`src/mfa_defs.svh`:
```
// offsets, field positions and reset values of the fault acknowledge block
`ifndef MFA_DEFS_SVH
`define MFA_DEFS_SVH

// register byte addresses
`define MFA_OFF_CTRL     8'h00
`define MFA_OFF_CH0      8'h04
`define MFA_OFF_CH1      8'h08
`define MFA_OFF_THR      8'h0c
`define MFA_OFF_STATUS   8'h10
`define MFA_OFF_IRQSTAT  8'h14
`define MFA_OFF_IRQCLR   8'h18
`define MFA_OFF_IRQEN    8'h1c

// global control fields
`define MFA_CTRL_ZONE    0

// channel control object fields
`define MFA_CH_EN        0
`define MFA_CH_RESET     1
`define MFA_CH_LIMDIS    2
`define MFA_CH_AUTOACK   3
`define MFA_CH_HWSEL     4
`define MFA_CH_W         6

// threshold register fields, values in percent
`define MFA_THR_MOTERR   0
`define MFA_THR_AMPWARN  8
`define MFA_THR_AMPERR   16

// reset values
`define MFA_CTRL_RST     1'h0
`define MFA_CH_RST       6'h00
`define MFA_MOTERR_RST   8'h6e
`define MFA_AMPWARN_RST  8'h50
`define MFA_AMPERR_RST   8'h64
`define MFA_IRQ_RST      5'h00

// fixed current limit level, percent
`define MFA_LIMIT_PCT    8'h61

// interrupt event bits
`define MFA_EV_CH0ERR    0
`define MFA_EV_CH1ERR    1
`define MFA_EV_MODERR    2
`define MFA_EV_CH0ACK    3
`define MFA_EV_CH1ACK    4
`define MFA_EV_W         5

`endif

```
`src/mfa_pkg.sv`:
```
// types shared by the fault acknowledge block
package mfa_pkg;

  // per channel flag set, also the channel status byte
  typedef struct packed {
    logic chanOk;
    logic shortCirc;
    logic openLoad;
    logic commErr;
    logic inLimit;
    logic ampErr;
    logic ampWarn;
    logic motorErr;
  } mfa_flags_t;

endpackage

```
`src/mfa_chan_if.sv`:
```
// signals between the top and one channel fault unit
interface mfa_chan_if;
  import mfa_pkg::*;

  logic [7:0] motorLoad;
  logic [7:0] ampLoad;
  logic [7:0] motorErrThr;
  logic [7:0] ampWarnThr;
  logic [7:0] ampErrThr;
  logic       commFault;
  logic       openLoadDet;
  logic       shortDet;
  logic       enable;
  logic       limitDisable;
  logic       autoAck;
  logic       swReset;
  logic       hwReset;
  logic       zoneMode;
  mfa_flags_t flags;
  logic       ack;
  logic       errEvent;

  modport top  (output motorLoad, ampLoad, motorErrThr, ampWarnThr, ampErrThr,
                output commFault, openLoadDet, shortDet, enable, limitDisable,
                output autoAck, swReset, hwReset, zoneMode,
                input  flags, ack, errEvent);
  modport chan (input  motorLoad, ampLoad, motorErrThr, ampWarnThr, ampErrThr,
                input  commFault, openLoadDet, shortDet, enable, limitDisable,
                input  autoAck, swReset, hwReset, zoneMode,
                output flags, ack, errEvent);
endinterface

```
`src/mfa_channel.sv`:
```
// one motor channel: fault flags, acknowledge edge detect, channel enable
`include "mfa_defs.svh"

module mfa_channel
  import mfa_pkg::*;
(
  // clock and reset
  input wire logic ref_clk,
  input wire logic reset,
  // channel signals
  mfa_chan_if.chan ch
);

  logic       swPrev_q;
  logic       hwPrev_q;
  logic       ack_q;
  logic       errEvent_q;
  mfa_flags_t flags_q;
  mfa_flags_t flags_d;

  // rising edges of reset variable and, in zone mode, reset input
  wire swRise = ch.swReset & ~swPrev_q;
  wire hwRise = ch.zoneMode & ch.hwReset & ~hwPrev_q;
  wire ackNow = swRise | hwRise;

  // fault conditions
  wire motorOver = ch.motorLoad > ch.motorErrThr;
  wire ampWarnC  = ch.ampLoad > ch.ampWarnThr;
  wire ampOver   = ch.ampLoad > ch.ampErrThr;
  wire limitC    = ~ch.limitDisable & (ch.motorLoad > `MFA_LIMIT_PCT);
  wire commClr   = ackNow | ch.autoAck;
  wire openClr   = ackNow & ~ch.enable;

  // latched errors: a present condition wins over the acknowledge
  assign flags_d.motorErr  = motorOver | (flags_q.motorErr & ~ackNow);
  assign flags_d.ampErr    = ampOver | (flags_q.ampErr & ~ackNow);
  assign flags_d.commErr   = ch.commFault | (flags_q.commErr & ~commClr);
  assign flags_d.openLoad  = ch.openLoadDet | (flags_q.openLoad & ~openClr);
  assign flags_d.shortCirc = ch.shortDet | (flags_q.shortCirc & ~ackNow);
  // warning and limit follow their conditions
  assign flags_d.ampWarn   = ampWarnC;
  assign flags_d.inLimit   = limitC;
  wire errAny_d = flags_d.motorErr | flags_d.ampErr | flags_d.commErr
                | flags_d.openLoad | flags_d.shortCirc;
  wire errAny_q = flags_q.motorErr | flags_q.ampErr | flags_q.commErr
                | flags_q.openLoad | flags_q.shortCirc;
  assign flags_d.chanOk    = ch.enable & ~errAny_d;

  // flag and edge registers
  always_ff @(posedge ref_clk or posedge reset)
  begin
    if (reset)
    begin
      swPrev_q   <= 1'b0;
      hwPrev_q   <= 1'b0;
      ack_q      <= 1'b0;
      errEvent_q <= 1'b0;
      flags_q    <= '0;
    end
    else
    begin
      swPrev_q   <= ch.swReset;
      hwPrev_q   <= ch.hwReset;
      ack_q      <= ackNow;
      errEvent_q <= errAny_d & ~errAny_q;
      flags_q    <= flags_d;
    end
  end

  assign ch.flags    = flags_q;
  assign ch.ack      = ack_q;
  assign ch.errEvent = errEvent_q;

  // checks
  AST_MOTOR_ERR: assert property (@(posedge ref_clk) disable iff (reset)
    motorOver |=> flags_q.motorErr)
    else $error("motor overload not flagged");
  AST_STICKY: assert property (@(posedge ref_clk) disable iff (reset)
    (flags_q.motorErr & ~ackNow) |=> flags_q.motorErr)
    else $error("motor error dropped without acknowledge");
  AST_REARM: assert property (@(posedge ref_clk) disable iff (reset)
    (ackNow & ampOver) |=> flags_q.ampErr)
    else $error("amplifier error cleared while present");
  AST_AMP_WARN: assert property (@(posedge ref_clk) disable iff (reset)
    ##1 flags_q.ampWarn == $past(ampWarnC))
    else $error("amplifier warning not following load");
  AST_LIMIT_DIS: assert property (@(posedge ref_clk) disable iff (reset)
    ch.limitDisable |=> ~flags_q.inLimit)
    else $error("current limit active while disabled");
  AST_OPEN_HOLD: assert property (@(posedge ref_clk) disable iff (reset)
    (flags_q.openLoad & ch.enable) |=> flags_q.openLoad)
    else $error("open load cleared while enabled");
  AST_EDGE: assert property (@(posedge ref_clk) disable iff (reset)
    ($rose(ch.swReset) & ~swPrev_q) |=> ack_q)
    else $error("reset edge not taken");
endmodule

```
`src/mfa_top.sv`:
```
// two channel motor fault flagging and acknowledge with register port and interrupt
//
// How it works
// - motor overload error flag sets when motor thermal load exceeds threshold, default 110.
// - amplifier warning follows its threshold; amplifier error latches above error threshold.
// - current limit flag and current restriction while motor load exceeds 97 percent.
// - per channel disable bit turns off the thermal current limit.
// - commutation error flag latches; optional automatic acknowledge per channel.
// - module fault acknowledge is a rising reset variable edge on each channel.
// - in zone mode a selected hardware reset input edge also acknowledges.
// - module fault clears, and channels re-enable, only after both channels acknowledged.
// - rising reset bit in the channel control object clears that channel's fault.
// - in zone mode the assigned hardware reset input edge clears channel faults.
// - a condition still present at acknowledge keeps or re-sets its flag.
// - open load clears only while channel enable is zero.
// - any module fault disables output stages of both channels.
// - a channel fault disables only its own channel.
`include "mfa_defs.svh"

module mfa_top
  import mfa_pkg::*;
(
  // clock and reset
  input  wire logic        ref_clk,
  input  wire logic        reset,
  // register port
  input  wire logic [7:0]  addr,
  input  wire logic [31:0] wrData,
  input  wire logic        wrStrobe,
  input  wire logic        rdStrobe,
  output logic      [31:0] rdData,
  // thermal load values, percent
  input  wire logic [7:0]  motorLoad0,
  input  wire logic [7:0]  motorLoad1,
  input  wire logic [7:0]  ampLoad0,
  input  wire logic [7:0]  ampLoad1,
  // detector inputs per channel
  input  wire logic [1:0]  commFault,
  input  wire logic [1:0]  openLoadDet,
  input  wire logic [1:0]  shortDet,
  // module fault conditions
  input  wire logic [2:0]  moduleCond,
  // hardware reset inputs
  input  wire logic [3:0]  hwResetIn,
  // output stage control
  output logic      [1:0]  stageEnable,
  output logic      [1:0]  currentLimit,
  // interrupt
  output logic             irq
);

  localparam int NCH = 2;

  // software registers and fault state
  logic                      zoneMode_q;
  logic [NCH-1:0][`MFA_CH_W-1:0] chCtrl_q;
  logic [23:0]               thr_q;
  logic [`MFA_EV_W-1:0]      irqStat_q;
  logic [`MFA_EV_W-1:0]      irqStat_d;
  logic [`MFA_EV_W-1:0]      irqEn_q;
  logic [31:0]               rdData_q;
  logic                      irq_q;
  logic                      moduleFault_q;
  logic                      moduleFault_d;
  logic [NCH-1:0]            ackSeen_q;
  logic [NCH-1:0]            ackSeen_d;
  logic [NCH-1:0]            stageEnable_q;
  logic [NCH-1:0]            currentLimit_q;
  // results gathered from the channel units
  logic [NCH-1:0]            chAck;
  logic [NCH-1:0]            chErrEvent;
  logic [NCH-1:0]            chOk;
  logic [NCH-1:0]            chLimit;
  logic [NCH-1:0][7:0]       chFlags;
  logic [NCH-1:0][7:0]       motorLoadV;
  logic [NCH-1:0][7:0]       ampLoadV;

  mfa_chan_if chIf [NCH] ();

  // address decode
  wire selCtrl    = addr == `MFA_OFF_CTRL;
  wire selCh0     = addr == `MFA_OFF_CH0;
  wire selCh1     = addr == `MFA_OFF_CH1;
  wire selThr     = addr == `MFA_OFF_THR;
  wire selStatus  = addr == `MFA_OFF_STATUS;
  wire selIrqStat = addr == `MFA_OFF_IRQSTAT;
  wire selIrqClr  = addr == `MFA_OFF_IRQCLR;
  wire selIrqEn   = addr == `MFA_OFF_IRQEN;

  // load values as arrays
  assign motorLoadV[0] = motorLoad0;
  assign motorLoadV[1] = motorLoad1;
  assign ampLoadV[0]   = ampLoad0;
  assign ampLoadV[1]   = ampLoad1;

  // channel fault units
  for (genvar g = 0; g < NCH; g++)
  begin : gCh
    wire [1:0] hwSel = chCtrl_q[g][`MFA_CH_HWSEL +: 2];
    assign chIf[g].motorLoad    = motorLoadV[g];
    assign chIf[g].ampLoad      = ampLoadV[g];
    assign chIf[g].motorErrThr  = thr_q[`MFA_THR_MOTERR +: 8];
    assign chIf[g].ampWarnThr   = thr_q[`MFA_THR_AMPWARN +: 8];
    assign chIf[g].ampErrThr    = thr_q[`MFA_THR_AMPERR +: 8];
    assign chIf[g].commFault    = commFault[g];
    assign chIf[g].openLoadDet  = openLoadDet[g];
    assign chIf[g].shortDet     = shortDet[g];
    assign chIf[g].enable       = chCtrl_q[g][`MFA_CH_EN];
    assign chIf[g].limitDisable = chCtrl_q[g][`MFA_CH_LIMDIS];
    assign chIf[g].autoAck      = chCtrl_q[g][`MFA_CH_AUTOACK];
    assign chIf[g].swReset      = chCtrl_q[g][`MFA_CH_RESET];
    assign chIf[g].hwReset      = hwResetIn[hwSel];
    assign chIf[g].zoneMode     = zoneMode_q;
    assign chAck[g]      = chIf[g].ack;
    assign chErrEvent[g] = chIf[g].errEvent;
    assign chOk[g]       = chIf[g].flags.chanOk;
    assign chLimit[g]    = chIf[g].flags.inLimit;
    assign chFlags[g]    = chIf[g].flags;

    mfa_channel uChan (
      .ref_clk (ref_clk),
      .reset   (reset),
      .ch      (chIf[g])
    );
  end

  // module fault: acknowledge must arrive on every channel
  wire allAcked = &(ackSeen_q | chAck);
  wire condAny  = |moduleCond;
  always_comb
  begin
    moduleFault_d = condAny | moduleFault_q;
    ackSeen_d     = ackSeen_q;
    if (moduleFault_q)
    begin
      ackSeen_d = ackSeen_q | chAck;
      if (allAcked)
      begin
        moduleFault_d = condAny;
        ackSeen_d     = '0;
      end
    end
    else
    begin
      ackSeen_d = '0;
    end
  end

  // interrupt events, a new event wins over the clear
  wire [`MFA_EV_W-1:0] events = {chAck, moduleFault_d & ~moduleFault_q, chErrEvent};
  wire [`MFA_EV_W-1:0] clrMask = (wrStrobe & selIrqClr) ? wrData[`MFA_EV_W-1:0] : '0;
  assign irqStat_d = events | (irqStat_q & ~clrMask);

  // read selection
  wire [31:0] statusWord = {13'h0000, ackSeen_q, moduleFault_q, chFlags[1], chFlags[0]};
  wire [31:0] rdMux =
      selCtrl    ? {31'h00000000, zoneMode_q} :
      selCh0     ? {26'h0000000, chCtrl_q[0]} :
      selCh1     ? {26'h0000000, chCtrl_q[1]} :
      selThr     ? {8'h00, thr_q} :
      selStatus  ? statusWord :
      selIrqStat ? {27'h0000000, irqStat_q} :
      selIrqEn   ? {27'h0000000, irqEn_q} :
      32'h00000000;

  // software written control registers
  always_ff @(posedge ref_clk or posedge reset)
  begin
    if (reset)
    begin
      zoneMode_q <= `MFA_CTRL_RST;
      chCtrl_q   <= {NCH{`MFA_CH_RST}};
      thr_q      <= {`MFA_AMPERR_RST, `MFA_AMPWARN_RST, `MFA_MOTERR_RST};
      irqEn_q    <= `MFA_IRQ_RST;
    end
    else if (wrStrobe)
    begin
      if (selCtrl)
        zoneMode_q <= wrData[`MFA_CTRL_ZONE];
      if (selCh0)
        chCtrl_q[0] <= wrData[`MFA_CH_W-1:0];
      if (selCh1)
        chCtrl_q[1] <= wrData[`MFA_CH_W-1:0];
      if (selThr)
        thr_q <= wrData[23:0];
      if (selIrqEn)
        irqEn_q <= wrData[`MFA_EV_W-1:0];
    end
  end

  // fault state, outputs and read data
  always_ff @(posedge ref_clk or posedge reset)
  begin
    if (reset)
    begin
      moduleFault_q  <= 1'b0;
      ackSeen_q      <= '0;
      stageEnable_q  <= '0;
      currentLimit_q <= '0;
      irqStat_q      <= `MFA_IRQ_RST;
      irq_q          <= 1'b0;
      rdData_q       <= 32'h00000000;
    end
    else
    begin
      moduleFault_q  <= moduleFault_d;
      ackSeen_q      <= ackSeen_d;
      stageEnable_q  <= chOk & {NCH{~moduleFault_q}};
      currentLimit_q <= chLimit;
      irqStat_q      <= irqStat_d;
      irq_q          <= |(irqStat_q & irqEn_q);
      rdData_q       <= rdStrobe ? rdMux : 32'h00000000;
    end
  end

  assign stageEnable  = stageEnable_q;
  assign currentLimit = currentLimit_q;
  assign irq          = irq_q;
  assign rdData       = rdData_q;

  // checks
  AST_MOD_DISABLE: assert property (@(posedge ref_clk) disable iff (reset)
    moduleFault_q |=> stageEnable_q == 2'h0)
    else $error("stage enabled during module fault");
  AST_SINGLE_ACK: assert property (@(posedge ref_clk) disable iff (reset)
    (moduleFault_q & ~ackSeen_q[1] & ~chAck[1]) |=> moduleFault_q)
    else $error("module fault cleared by one channel");
  AST_BOTH_ACK: assert property (@(posedge ref_clk) disable iff (reset)
    (moduleFault_q & allAcked & ~condAny) |=> ~moduleFault_q ##1 (stageEnable_q == $past(chOk)))
    else $error("module fault not cleared after both acknowledges");
  AST_CH_ONLY: assert property (@(posedge ref_clk) disable iff (reset)
    (~moduleFault_q & chOk[1] & ~chOk[0]) |=> stageEnable_q[1] & ~stageEnable_q[0])
    else $error("channel fault spread to other channel");
  AST_LIMIT_OUT: assert property (@(posedge ref_clk) disable iff (reset)
    (motorLoad0 > `MFA_LIMIT_PCT && !chCtrl_q[0][`MFA_CH_LIMDIS]) |=> ##1 currentLimit_q[0])
    else $error("current limit not applied");
  AST_ZONE_ONLY: assert property (@(posedge ref_clk) disable iff (reset)
    (~zoneMode_q & ~chCtrl_q[0][`MFA_CH_RESET]) ##1 (~zoneMode_q & ~chCtrl_q[0][`MFA_CH_RESET])
    |=> ~chAck[0])
    else $error("hardware reset taken outside zone mode");
  AST_IRQ_LEVEL: assert property (@(posedge ref_clk) disable iff (reset)
    ##1 irq_q == |($past(irqStat_q) & $past(irqEn_q)))
    else $error("interrupt level wrong");
  AST_RD_ONCE: assert property (@(posedge ref_clk) disable iff (reset)
    ~rdStrobe |=> rdData_q == 32'h00000000)
    else $error("read data outside its cycle");

  // checks: module fault and its acknowledge
  AST_MOD_SET: assert property (@(posedge ref_clk) disable iff (reset)
    condAny |=> moduleFault_q)
    else $error("module condition not latched");
  AST_SINGLE_ACK0: assert property (@(posedge ref_clk) disable iff (reset)
    (moduleFault_q & ~ackSeen_q[0] & ~chAck[0]) |=> moduleFault_q)
    else $error("module fault cleared without channel 0");
  AST_ACK_KEEP: assert property (@(posedge ref_clk) disable iff (reset)
    (moduleFault_q & chAck[0] & ~allAcked) |=> ackSeen_q[0])
    else $error("channel 0 acknowledge forgotten");
  AST_MOD_REARM: assert property (@(posedge ref_clk) disable iff (reset)
    (moduleFault_q & allAcked & condAny) |=> moduleFault_q)
    else $error("module fault cleared while present");

  // checks: channel isolation and current limit
  AST_CH_ONLY1: assert property (@(posedge ref_clk) disable iff (reset)
    (~moduleFault_q & chOk[0] & ~chOk[1]) |=> stageEnable_q[0] & ~stageEnable_q[1])
    else $error("channel 1 fault spread");
  AST_STAGE_OK: assert property (@(posedge ref_clk) disable iff (reset)
    ##1 (stageEnable_q & ~$past(chOk)) == 2'h0)
    else $error("stage enabled on faulty channel");
  AST_LIMIT_OUT1: assert property (@(posedge ref_clk) disable iff (reset)
    (motorLoad1 > `MFA_LIMIT_PCT && !chCtrl_q[1][`MFA_CH_LIMDIS]) |=> ##1 currentLimit_q[1])
    else $error("channel 1 current limit not applied");
  AST_LIMIT_LOW: assert property (@(posedge ref_clk) disable iff (reset)
    (motorLoad0 <= `MFA_LIMIT_PCT) |=> ##1 ~currentLimit_q[0])
    else $error("current limit below level");
  AST_LIMIT_OFF: assert property (@(posedge ref_clk) disable iff (reset)
    chCtrl_q[0][`MFA_CH_LIMDIS] |=> ##1 ~currentLimit_q[0])
    else $error("current limit while disabled");

  // checks: zone mode and register port
  AST_ZONE_ONLY1: assert property (@(posedge ref_clk) disable iff (reset)
    (~zoneMode_q & ~chCtrl_q[1][`MFA_CH_RESET]) ##1 (~zoneMode_q & ~chCtrl_q[1][`MFA_CH_RESET])
    |=> ~chAck[1])
    else $error("channel 1 input taken outside zone mode");
  AST_CTRL_WR: assert property (@(posedge ref_clk) disable iff (reset)
    (wrStrobe & selCtrl) |=> zoneMode_q == $past(wrData[`MFA_CTRL_ZONE]))
    else $error("zone mode write lost");
  AST_CH_WR: assert property (@(posedge ref_clk) disable iff (reset)
    (wrStrobe & selCh0) |=> chCtrl_q[0] == $past(wrData[`MFA_CH_W-1:0]))
    else $error("channel 0 control write lost");
  AST_RD_STATUS: assert property (@(posedge ref_clk) disable iff (reset)
    (rdStrobe & selStatus) |=> rdData_q == $past(statusWord))
    else $error("status read wrong");

  // checks: interrupt status
  AST_IRQ_SET: assert property (@(posedge ref_clk) disable iff (reset)
    (events != '0) |=> (irqStat_q & $past(events)) == $past(events))
    else $error("event not latched");
  AST_IRQ_CLR: assert property (@(posedge ref_clk) disable iff (reset)
    (events == '0 && clrMask != '0) |=> (irqStat_q & $past(clrMask)) == '0)
    else $error("status bit not cleared");
endmodule

```
`config.mk`:
```
export PLATFORM = sky130hd
export DESIGN_NAME = mfa_top
export DESIGN_NICKNAME = d
export VERILOG_FILES = /design/src/mfa_pkg.sv /design/src/mfa_chan_if.sv /design/src/mfa_channel.sv /design/src/mfa_top.sv
export VERILOG_INCLUDE_DIRS = /design/src
export SDC_FILE = /design/constraint.sdc
export NUM_CORES = 1
export LEC_CHECK = 0
export BUFFER_PORTS_ARGS = -buffer_cell sky130_fd_sc_hd__clkbuf_2
export CAP_MARGIN = 20
export CORE_ASPECT_RATIO = 0.5
export CORE_MARGIN = 8
export CORE_UTILIZATION = 40
export DETAILED_ROUTE_END_ITERATION = 10
export PLACE_DENSITY = 0.7
export SLEW_MARGIN = 30
export SYNTH_ARGS = -nofsm -noshare
export SYNTH_HDL_FRONTEND = slang
export SYNTH_SLANG_ARGS = --single-unit
export TNS_END_PERCENT = 100
```
`constraint.sdc`:
```
create_clock -name ref_clk -period 7.73 [get_ports ref_clk]
set_input_delay 1.546 -clock ref_clk [delete_from_list [all_inputs] [get_ports ref_clk]]
set_output_delay 1.546 -clock ref_clk [all_outputs]
set_load 0.02 [all_outputs]
```
==> results.ini <==
[status]
status=completed

[critical_path]
cp-end-kind=register
critical_path.startpoint=addr[5]
crit_required_ns=7.95
timing.rr.start=thr_q[1]
crit_fanout=11
path_class=in -> reg
cp_data_arrival_time_ns=3.65
start_kind=input pin

[synth]
syn_inst=489
synth_sequential_area_ratio_pct=47.3
synth_cell_types=58
synth_edf_count=0
syn_area_um2=5480
yosysWarnings=0
yosys_most_used_dff=dfrtp_1
ys_ff_latch=103
async_reset_ff_share_pct=100
synth_area_per_cell_um2=11.2

[clock_network]
cts_tree=yes
cts.clk_slew.worst_paths_ns=0.07
holdBufCountCts=0
numClockSinks=103
htree_levels=3
post_cts_buffers=0
clk_latency_ns=0.34
cts.path.max_buffers=2
cts_made_buffers=9
cts-resized-gates=0
root_buffer=clkbuf_16

[route]
first_pass_iters=4
routed_wl_um=13800
top_layer=met4
drt-met1-wl_um=6210
via_per_inst=5.29
dr_wl_met3_um=843
ant_nets=0
post-route-drc-count=0
wl_met2_um=6480
vias=4120
drt_iter0_drc=233
wire_per_inst_um=17.7

[global_route]
grt_pass1_vias=4383
grt-ovfl-total=0
grt_max_degree=66
grt_pass1_wl_um=22400
grt_antenna_before_repair=0
grt_use_total_pct=15.6

[final_layout]
layout-drive-gt1-share_pct=35.3
layout_commonest_cell=clkbuf_2
n_antenna_cell=0
final_cell_mix=clkbuf_2, dfrtp_1, mux2_2
nNetsFinal=735
area_delta_synth_final_pct=18.5

[sta]
worst_pin_slew_ns=0.792
finalClockSkew_ns=0.00798
setup_violations=0
fin_crit_sh_pct=44.3
fin_ws_ns=4.30
fmax_ghz=0.292
period_needed_ns=3.43
rsz0062_at_grt=no
slew_violations=0
slew_headroom_pct=47.2
totalNegativeSetupSlack_ns=0
finalHoldViolCount=0

[die]
die-height_um=98.8
num_rows=30
start_util_pct=40.7
dieWidth_um=182
io_pins=126
core_um2=13500
dieArea_um2=17900

[placed_design]
hpwl_um=10800
detailedPlace.worstSlack_ns=3.93
io_buffers=109
gp_congestion=0.839

[pwr]
p_per_area_nw_per_um2=192
total_leakage_power_uw=0.00310
peakVddDrop_uv=110

[hold_path]
hp-class=reg -> reg
min_from=gCh[1].uChan.ch.flags[3]

[job]
cap_violations=0

-- final cells by class --
| cell class | instances | area [um^2] |
|---|---|---|
| clock inverters | 6 | 91.3 |
| inverters | 37 | 141 |
| repair buffers | 113 | 571 |
| flip-flops and latches | 103 | 2590 |
| fillers | 1209 | 6980 |
| clock buffers | 10 | 239 |
| well taps | 176 | 220 |
| multi-input cells | 334 | 2640 |
-- power by group --
part           switching (uW)  leakage, uW  internal, uW
registers                22.9      0.00130           568
logic                    88.1      0.00163          68.6
clock network             203     0.000163           295
total                     314      0.00310           932
-- critical path, cell delays in order --
cell and delay, ns:
clkbuf_2 0.08, or4_4 0.56, nor3_2 0.56, nand4b_1 0.49, mux2_2 0.42
-- synth_stat cells (2+ instances only) --
cell,instances,area [um^2]
nand2_1,18,67.6
mux2_2,52,586
buf_6,2,22.5
dfstp_2,10,263
o22a_1,2,17.5
nand3_1,8,40.0
o2bb2ai_1,2,17.5
nor2_4,3,33.8
o211ai_1,3,22.5
o31a_1,2,17.5
and3_1,7,43.8
o21ai_0,17,85.1
nand2b_1,5,31.3
nor2_1,21,78.8
inv_1,37,139
buf_4,9,67.6
nor2_2,11,68.8
a211oi_1,2,15.0
buf_2,5,25.0
a21oi_1,24,120
a21o_1,9,67.6
or4_1,2,15.0
a222oi_1,2,20.0
ha_1,48,601
a31oi_1,4,25.0
nor3_1,3,15.0
o311ai_0,2,17.5
nand4_1,12,75.1
or3_1,2,12.5
o221a_2,3,33.8
clkbuf_1,5,18.8
nor2b_1,13,81.3
nor4b_1,2,17.5
and3b_1,2,17.5
o21a_1,3,22.5
nor3b_1,5,37.5
o22ai_1,4,25.0
dfrtp_1,93,2330
a22oi_1,16,120
-- cells by family (layout without fill, tap and decap cells) --
logic type               after synthesis  count (layout)  synth area share [%]
AND/OR/NAND/NOR                      121             121                  12.8
other                                  1               8                0.0684
buffers and inverters                 59             166                  5.05
adder cells (fa/ha/maj)               48              48                  11.0
multiplexers                          53              53                  10.9
AO/OA/AOI/OAI                        104             104                  12.9
flip-flops                           103             103                  47.3
-- flip-flops by register name, summed over array words and instances, names as in the netlist --
name / flops
currentLimit: 2
irqEn_q: 5
chCtrl_q: 12
gCh.uChan.ch.errEvent: 2
irqStat_q: 5
gCh.uChan.hwPrev_q: 2
gCh.uChan.ch.flags: 16
ackSeen_q: 2
gCh.uChan.swPrev_q: 2
chIf.zoneMode: 1
gCh.uChan.ch.ack: 2
thr_q: 24
stageEnable: 2
irq: 1
rdData: 24
moduleFault_q: 1
-- per-stage QoR --
stage	area (um^2)	cells	power (uW)	hold slack [ns]	utilization, %
2_1_floorplan	5510	496	698	0.346	-
3_3_place_gp	6150	761	750	0.372	45.6
3_5_place_dp	6160	763	758	0.373	45.7
4_1_cts	6490	779	1250	0.389	48.2
5_1_grt	6490	779	1300	0.392	48.2
6_report	6490	779	1250	0.389	48.2
-- metal layers --
metal / GRT usage (%) / vias to the layer above
li1: - / 1975
met1: 19.5 / 2014
met2: 25.6 / 109
met3: 4.92 / 22
met4: 4.76 / 0
met5: 0 / -
-- final timing paths --
path                            slack (ns)                        to  cells after the start
worst max-delay path                  4.30               chCtrl_q[2]                      5
worst min-delay path                  0.39           currentLimit[1]                      0
worst max register to register        5.63  gCh[1].uChan.ch.flags[7]                      7
worst min register to register        0.39           currentLimit[1]                      0
max in group asynchronous             5.35           currentLimit[0]                      3
min in group asynchronous             1.21                irqEn_q[3]                      2
(Power assumes the default switching activity.)
